`config.mk`:
```
export PLATFORM = sky130hd
export DESIGN_NAME = cmpst_top
export DESIGN_NICKNAME = d
export VERILOG_FILES = /design/src/include/cmpst_pkg.sv /design/src/cmpst_channel.sv /design/src/cmpst_top.sv
export SDC_FILE = /design/constraint.sdc
export NUM_CORES = 1
export LEC_CHECK = 0
export ABC_AREA = 1
export BUFFER_PORTS_ARGS = -buffer_cell sky130_fd_sc_hd__buf_2
export CORE_ASPECT_RATIO = 0.7
export CORE_MARGIN = 1.5
export CORE_UTILIZATION = 35
export CTS_CLUSTER_DIAMETER = 150
export DETAILED_ROUTE_END_ITERATION = 8
export PLACE_DENSITY = 0.55
export SYNTH_ARGS = -nofsm -noshare
export SYNTH_HDL_FRONTEND = slang
export SYNTH_SLANG_ARGS = --single-unit
```
`constraint.sdc`:
```
create_clock -name hclk -period 1.8 [get_ports hclk]
set_input_delay 0.36 -clock hclk [delete_from_list [all_inputs] [get_ports hclk]]
set_output_delay 0.36 -clock hclk [all_outputs]
set_load 0.01 [all_outputs]
```
`src/include/cmpst_pkg.sv`:
```
// package: register map, field positions and reset values of the comparator status block
package cmpst_pkg;
   // ==========================================================
   // register offsets (byte addresses)
   localparam logic [7:0] CMPST_STATUS_OFS = 8'h00; // comparator_status word
   localparam logic [7:0] CMPST_CTRL_OFS = 8'h04; // per-channel polarity and edge control
   localparam logic [7:0] CMPST_IRQ_STAT_OFS = 8'h08; // sticky event flags, write one to clear
   localparam logic [7:0] CMPST_IRQ_MASK_OFS = 8'h0C; // interrupt enable mask
   localparam logic [7:0] CMPST_EVT_CLR_OFS = 8'h10; // write one to clear a channel event latch
   // ==========================================================
   // field positions inside comparator_status
   localparam int CMPST_IDLE_STOP_BIT = 15; // idle_stop_all
   localparam int CMPST_EVT_LSB = 8; // chan1_event_status .. chan4 at 11
   localparam int CMPST_OUT_LSB = 0; // chan1_output_status .. chan4 at 3
   // control register layout: channel n uses bits 4n+3..4n
   localparam int CMPST_CTRL_INV = 0; // output_invert_select
   localparam int CMPST_CTRL_EDGE_LSB = 1; // event_edge_select, two bits
   localparam int CMPST_CTRL_ENABLE = 3; // channel enable
   // ==========================================================
   // counts and reset values
   localparam int CMPST_NCHAN = 4;
   localparam logic [15:0] CMPST_STATUS_RST = 16'h0000;
   localparam logic [15:0] CMPST_CTRL_RST = 16'h0000;
   localparam logic [3:0] CMPST_NIBBLE_RST = 4'h0;
   // ==========================================================
   // edge select encodings
   localparam logic [1:0] CMPST_EDGE_OFF = 2'h0;
   localparam logic [1:0] CMPST_EDGE_RISE = 2'h1;
   localparam logic [1:0] CMPST_EDGE_FALL = 2'h2;
   localparam logic [1:0] CMPST_EDGE_ANY = 2'h3;
   // ahb transfer type
   localparam logic [1:0] CMPST_HTRANS_NONSEQ = 2'h2;
endpackage : cmpst_pkg

```
`src/cmpst_channel.sv`:
```
// one comparator channel: pin synchroniser, polarity, edge detect and event latch
`timescale 1ns/100ps
`default_nettype none
module cmpst_channel
   import cmpst_pkg::*;
(
   // clock and reset
   input wire logic hclk,
   input wire logic hresetn,
   // analog comparator raw result
   input wire logic cmp_raw,
   // control
   input wire logic enable,
   input wire logic output_invert_select,
   input wire logic [1:0] event_edge_select,
   input wire logic event_clear,
   // status
   output logic channel_result_bit,
   output logic channel_event_latch,
   output logic event_pulse
);
   // all channel state
   typedef struct packed {
      logic [2:0] sync; // three-stage pin synchroniser
      logic result; // polarity-applied result
      logic latch; // event latch
      logic pulse; // one-cycle event strobe
   } cmpst_chan_type;
   cmpst_chan_type state, next_state;
   logic agreed; // stage two and three agree
   logic new_res; // candidate result
   logic rise, fall, hit;

   // next state
   always_comb begin
      next_state = state;
      next_state.sync = {state.sync[1:0], cmp_raw};
      agreed = (state.sync[1] == state.sync[2]);
      new_res = state.result;
      if (enable && agreed) begin
         new_res = state.sync[2] ^ output_invert_select;
      end
      next_state.result = new_res;
      rise = !state.result && new_res;
      fall = state.result && !new_res;
      unique case (event_edge_select)
         CMPST_EDGE_OFF: hit = 1'b0;
         CMPST_EDGE_RISE: hit = rise;
         CMPST_EDGE_FALL: hit = fall;
         CMPST_EDGE_ANY: hit = rise | fall;
      endcase
      hit = hit && enable && !state.latch; // latch blocks triggers
      next_state.pulse = hit;
      if (hit) begin
         next_state.latch = 1'b1; // set wins over clear
      end else if (event_clear) begin
         next_state.latch = 1'b0;
      end
   end

   // register
   always_ff @(posedge hclk or negedge hresetn) begin
      if (!hresetn) begin
         state <= '0;
      end else begin
         state <= next_state;
      end
   end

   assign channel_result_bit = state.result;
   assign channel_event_latch = state.latch;
   assign event_pulse = state.pulse;
endmodule : cmpst_channel
`default_nettype wire

```
`src/cmpst_top.sv`:
```
// comparator status collector: ahb-lite slave, four channels, interrupt
//
// Chosen here: register access over AHB-Lite and the placing of the registers.
`timescale 1ns/100ps
`default_nettype none
// Behaviour
// - idle-stop set halts all channels in idle
// - bits 11..8 mirror channel event latches
// - bits 3..0 mirror channel result bits
// - result is one when plus exceeds minus, invertible
// - bits 14..12 and 7..4 read zero
// - reset clears every implemented bit
// - selected edge sets latch; latch blocks retrigger
module cmpst_top
   import cmpst_pkg::*;
(
   // clock and reset
   input wire logic hclk,
   input wire logic hresetn,
   // ahb-lite slave
   input wire logic hsel,
   input wire logic [7:0] haddr,
   input wire logic [1:0] htrans,
   input wire logic hwrite,
   input wire logic [2:0] hsize,
   input wire logic [31:0] hwdata,
   input wire logic hready,
   output logic [31:0] hrdata,
   output logic hreadyout,
   output logic hresp,
   // device power state and comparators
   input wire logic idle_mode,
   input wire logic [3:0] cmp_raw,
   // interrupt
   output logic irq
);
   // ==========================================================
   // state
   typedef struct packed {
      logic idle_stop_all; // writable bit 15
      logic [15:0] ctrl; // per-channel control nibbles
      logic [3:0] irq_stat; // sticky event flags
      logic [3:0] irq_mask; // interrupt mask
      logic [3:0] evt_clr; // one-cycle latch clear strobes
      logic wr_pend; // data phase of a write
      logic [7:0] wr_addr; // captured write address
      logic [31:0] rdata; // read data
      logic irq; // registered interrupt
      logic idle_sync1, idle_sync2, idle_sync3; // idle input synchroniser
      logic idle; // filtered idle level
   } cmpst_top_type;
   cmpst_top_type state, next_state;

   // channel wires
   logic [3:0] res_bits; // channel_result_bit per channel
   logic [3:0] evt_bits; // channel_event_latch per channel
   logic [3:0] evt_pulse; // new events
   logic [3:0] chan_en; // channel running
   logic [15:0] status_word; // assembled comparator_status
   logic take; // address phase accepted

   // read mux of one register, unmapped reads zero
   function automatic logic [31:0] read_reg(input logic [7:0] a, input cmpst_top_type s,
      input logic [15:0] st);
      logic [31:0] v;
      v = 32'h0000_0000;
      unique case (a)
         CMPST_STATUS_OFS: v = {16'h0000, st};
         CMPST_CTRL_OFS: v = {16'h0000, s.ctrl};
         CMPST_IRQ_STAT_OFS: v = {28'h000_0000, s.irq_stat};
         CMPST_IRQ_MASK_OFS: v = {28'h000_0000, s.irq_mask};
         default: v = 32'h0000_0000;
      endcase
      return v;
   endfunction : read_reg

   // ==========================================================
   // channels
   genvar g;
   generate
      for (g = 0; g < CMPST_NCHAN; g++) begin : gen_chan
         // idle with idle-stop set halts every channel
         assign chan_en[g] = state.ctrl[4*g+CMPST_CTRL_ENABLE]
            && !(state.idle && state.idle_stop_all);
         cmpst_channel cmpst_channel_i (
            .hclk(hclk),
            .hresetn(hresetn),
            .cmp_raw(cmp_raw[g]),
            .enable(chan_en[g]),
            .output_invert_select(state.ctrl[4*g+CMPST_CTRL_INV]),
            .event_edge_select(state.ctrl[4*g+CMPST_CTRL_EDGE_LSB +: 2]),
            .event_clear(state.evt_clr[g]),
            .channel_result_bit(res_bits[g]),
            .channel_event_latch(evt_bits[g]),
            .event_pulse(evt_pulse[g])
         );
      end
   endgenerate

   // status word: zero fill in unimplemented positions
   assign status_word = {state.idle_stop_all, 3'h0, evt_bits, 4'h0, res_bits};
   assign take = hsel && hready && (htrans == CMPST_HTRANS_NONSEQ);

   // ==========================================================
   // next state
   always_comb begin
      next_state = state;
      next_state.evt_clr = CMPST_NIBBLE_RST;
      // idle synchroniser, change accepted once stages two and three agree
      next_state.idle_sync1 = idle_mode;
      next_state.idle_sync2 = state.idle_sync1;
      next_state.idle_sync3 = state.idle_sync2;
      if (state.idle_sync2 == state.idle_sync3) begin
         next_state.idle = state.idle_sync3;
      end
      // address phase
      next_state.wr_pend = 1'b0;
      if (take) begin
         next_state.wr_pend = hwrite;
         next_state.wr_addr = {haddr[7:2], 2'b00};
         next_state.rdata = hwrite ? 32'h0000_0000 : read_reg({haddr[7:2], 2'b00}, state,
            status_word);
      end
      // sticky flags: clear first, set wins
      if (state.wr_pend) begin
         unique case (state.wr_addr)
            CMPST_STATUS_OFS: begin
               // only idle-stop is writable
               next_state.idle_stop_all = hwdata[CMPST_IDLE_STOP_BIT];
            end
            CMPST_CTRL_OFS: next_state.ctrl = hwdata[15:0];
            CMPST_IRQ_STAT_OFS: next_state.irq_stat = state.irq_stat & ~hwdata[3:0];
            CMPST_IRQ_MASK_OFS: next_state.irq_mask = hwdata[3:0];
            CMPST_EVT_CLR_OFS: next_state.evt_clr = hwdata[3:0];
            default: ;
         endcase
      end
      next_state.irq_stat = next_state.irq_stat | evt_pulse;
      next_state.irq = |(next_state.irq_stat & next_state.irq_mask);
   end

   // register
   always_ff @(posedge hclk or negedge hresetn) begin
      if (!hresetn) begin
         state <= '0;
      end else begin
         state <= next_state;
      end
   end

   // ==========================================================
   // outputs
   assign hrdata = state.rdata;
   assign hreadyout = 1'b1;
   assign hresp = 1'b0;
   assign irq = state.irq;
endmodule : cmpst_top
`default_nettype wire

```
==> results.ini <==
[outcome]
status = finished clean

[worst_setup_path]
critPathCaptureType = register
regToRegStartpoint = state[0]
crit_type = reg2reg
r2r_cells = 14
worstSetupEndpoint = gen_chan[2].cmpst_channel_i.channel_event_latch
critPathArrivalTime_ns = 1.98
crit_required_ns = 2.02
startpoint = state[0]
start_kind = register
r2r-end = gen_chan[2].cmpst_channel_i.channel_event_latch
critPathMaxFanout = 4
r2r_setup_slack_ns = 0.04

[logic_synthesis]
syn-mean-instance-area_um2 = 8.82
ys_warn_count = 0
ys_ff_latch = 81
netlist_instances = 433
synthesis.area_um2 = 3820
seq_area_frac_synth_pct = 53.1
synth_cell_types = 33

[sta]
fmax_ghz = 0.569
skew_ns = 0.00669
setup_viol = 0
drv_slew = 0
hold_violations = 0
rsz0062_at_grt = yes
min_period_ns = 1.76
fin_crit_sh_pct = 97.7
hold_slack_ns = 0.126
tns_ns = 0

[flow_run]
cap_violations = 0

[detailed_routing]
dr.pass1.iters = 6
num_vias = 2834
ant_nets = 0
vias_per_cell = 4.59
drcViolationCount = 0
wl_per_cell_um = 13.2
drt_iter0_markers = 131
postRouteWirelength_um = 8120

[power_and_ir_drop]
power_density_nw_per_um2 = 1030
p_leak_nw = 2.43
p_total_mw = 4.61
vdd_drop_max_mv = 0.496

[floorplanning]
core_um2 = 10500
pin_count = 90
dieHeight_um = 90.4
row_count = 31
start_util_pct = 36.5
die_w_um = 128
dieArea_um2 = 11600

[global_routing]
antenna_found_initial = 0
grt_usage_pct = 15.3
grt_pass1_wl_um = 13600
grt_max_degree = 37
grt-ovfl-total = 0
grt_pass1_vias = 2775

[place]
port_buffers = 50
routabilityCongestion = 0.870
dp_hpwl_um = 5950

[cells_and_area]
areaGrowthSynthToFinish_pct = 17.6
n_antenna_cell = 0
final_nets = 540
drive_above_1_share_pct = 22.5
final_cell_mix = 98 x nand2_1, 81 x dfrtp_1, 57 x inv_1
layout_commonest_cell = nand2_1

[clocking]
numClockSinks = 81
cts_tree = yes
clk_pin_slew_ns = 0.06
clkLatencyLatePin_ns = 0.34
htree_num_levels = 3
numCtsBuffers = 9
root_buffer = clkbuf_16
clk_path_buf_depth = 2

[min_path]
hold_path.class = in2reg

[metrics by stage]
stage | area [um^2] | util (%) | setup slack [ns] | cells
2_1_floorplan | 3880 | - | 0.208 | 449
3_3_place_gp | 4070 | 38.9 | 0.0485 | 596
3_5_place_dp | 4070 | 38.9 | 0.00989 | 596
4_1_cts | 4380 | 41.8 | 0.0105 | 612
5_1_grt | 4490 | 42.9 | -0.0945 | 617
6_report | 4490 | 42.9 | 0.0423 | 617
[Yosys cell counts, drive strengths merged]
cell	count	area (um^2)
a21oi	14	81.3
and3	1	6.26
buf	38	283
clkbuf	2	7.51
clkinv	1	3.75
conb	2	7.51
dfrtp	81	2030
ha	4	50.1
inv	59	221
maj3	1	10.0
mux2	4	45.0
nand2	105	404
nand3	18	95.1
nand4	9	92.6
nor2	48	223
nor3b	1	7.51
o21ai	31	155
o22ai	5	31.3
or2	4	25.0
xnor2	4	35.0
xor2	1	8.76
[cells by family (layout without fill, tap and decap cells)]
family	after synthesis	after routing	synth area share (%)
simple gates	186	186	22.3
compound gates	50	50	7.01
mux	4	4	1.18
flops	81	81	53.1
xor+xnor	5	5	1.15
buf+inv	100	136	13.5
other cells	2	18	0.197
fa+ha+maj	5	5	1.57
[flip-flops by register name, indices dropped and copies added (netlist names)]
signal	count
state	38
hrdata	16
gen_chan.cmpst_channel_i.next_state	8
gen_chan.cmpst_channel_i.channel_event_latch	4
gen_chan.cmpst_channel_i.channel_result_bit	4
gen_chan.cmpst_channel_i.event_pulse	4
gen_chan.cmpst_channel_i.state	4
next_state	2
irq	1
[worst max-delay path: stages (launching register included)]
cell     delay, ns
dfrtp_1       0.40
nand2_4       0.13
inv_4         0.04
nor2_4        0.11
nand2_2       0.08
nor2_2        0.14
a21oi_1       0.06
ha_1          0.28
nand2_1       0.05
nand2_1       0.06
nand2_1       0.06
nand3_2       0.06
inv_1         0.04
nand2_1       0.06
o21ai_1       0.06
[worst min path at each step]
stage | cells past startpoint | to | from | slack, ns
CTS | 1 | gen_chan[1].cmpst_channel_i.next_state[4] | cmp_raw[1] | 0.11
floorplan | 0 | gen_chan[0].cmpst_channel_i.channel_event_latch | hresetn | 0.06
finish | 1 | gen_chan[1].cmpst_channel_i.next_state[4] | cmp_raw[1] | 0.13
detailed placement | 1 | gen_chan[2].cmpst_channel_i.next_state[4] | hresetn | 0.30
global route | 1 | gen_chan[0].cmpst_channel_i.next_state[4] | cmp_raw[0] | 0.11
global placement | 1 | gen_chan[3].cmpst_channel_i.next_state[4] | hresetn | 0.30
[power breakdown]
group | internal, mW | switching [mW]
logic | 0.273 | 0.440
clock network | 1.14 | 0.678
registers | 1.97 | 0.116
total | 3.38 | 1.23
[what timing repair did]
action | 4_1_cts | 5_1_grt
buffers inserted | 0 | 5
gates resized for setup | 1 | 19
endpoints found under the hold margin | 25 | 0
setup endpoints to repair | 1 | 7
hold buffers | 1 | 0
pin swaps | 0 | 7
[cell type report]
class | instances | area (um^2)
repair buffers | 61 | 363
fillers | 1034 | 5980
flip-flops and latches | 81 | 2030
well taps | 132 | 165
multi-input cells | 268 | 1410
clock inverters | 3 | 40.0
inverters | 60 | 228
clock buffers | 12 | 256
[routing by layer]
layer | track usage (%) | vias up | share of wire [%]
li1 | - | 1401 | -
met1 | 21.1 | 1351 | 50
met2 | 21.8 | 67 | 42
met3 | 6.46 | 15 | 6.7
met4 | 4.21 | 0 | 1.6
met5 | 0 | - | 0
Power figures use the tool's default switching activity.
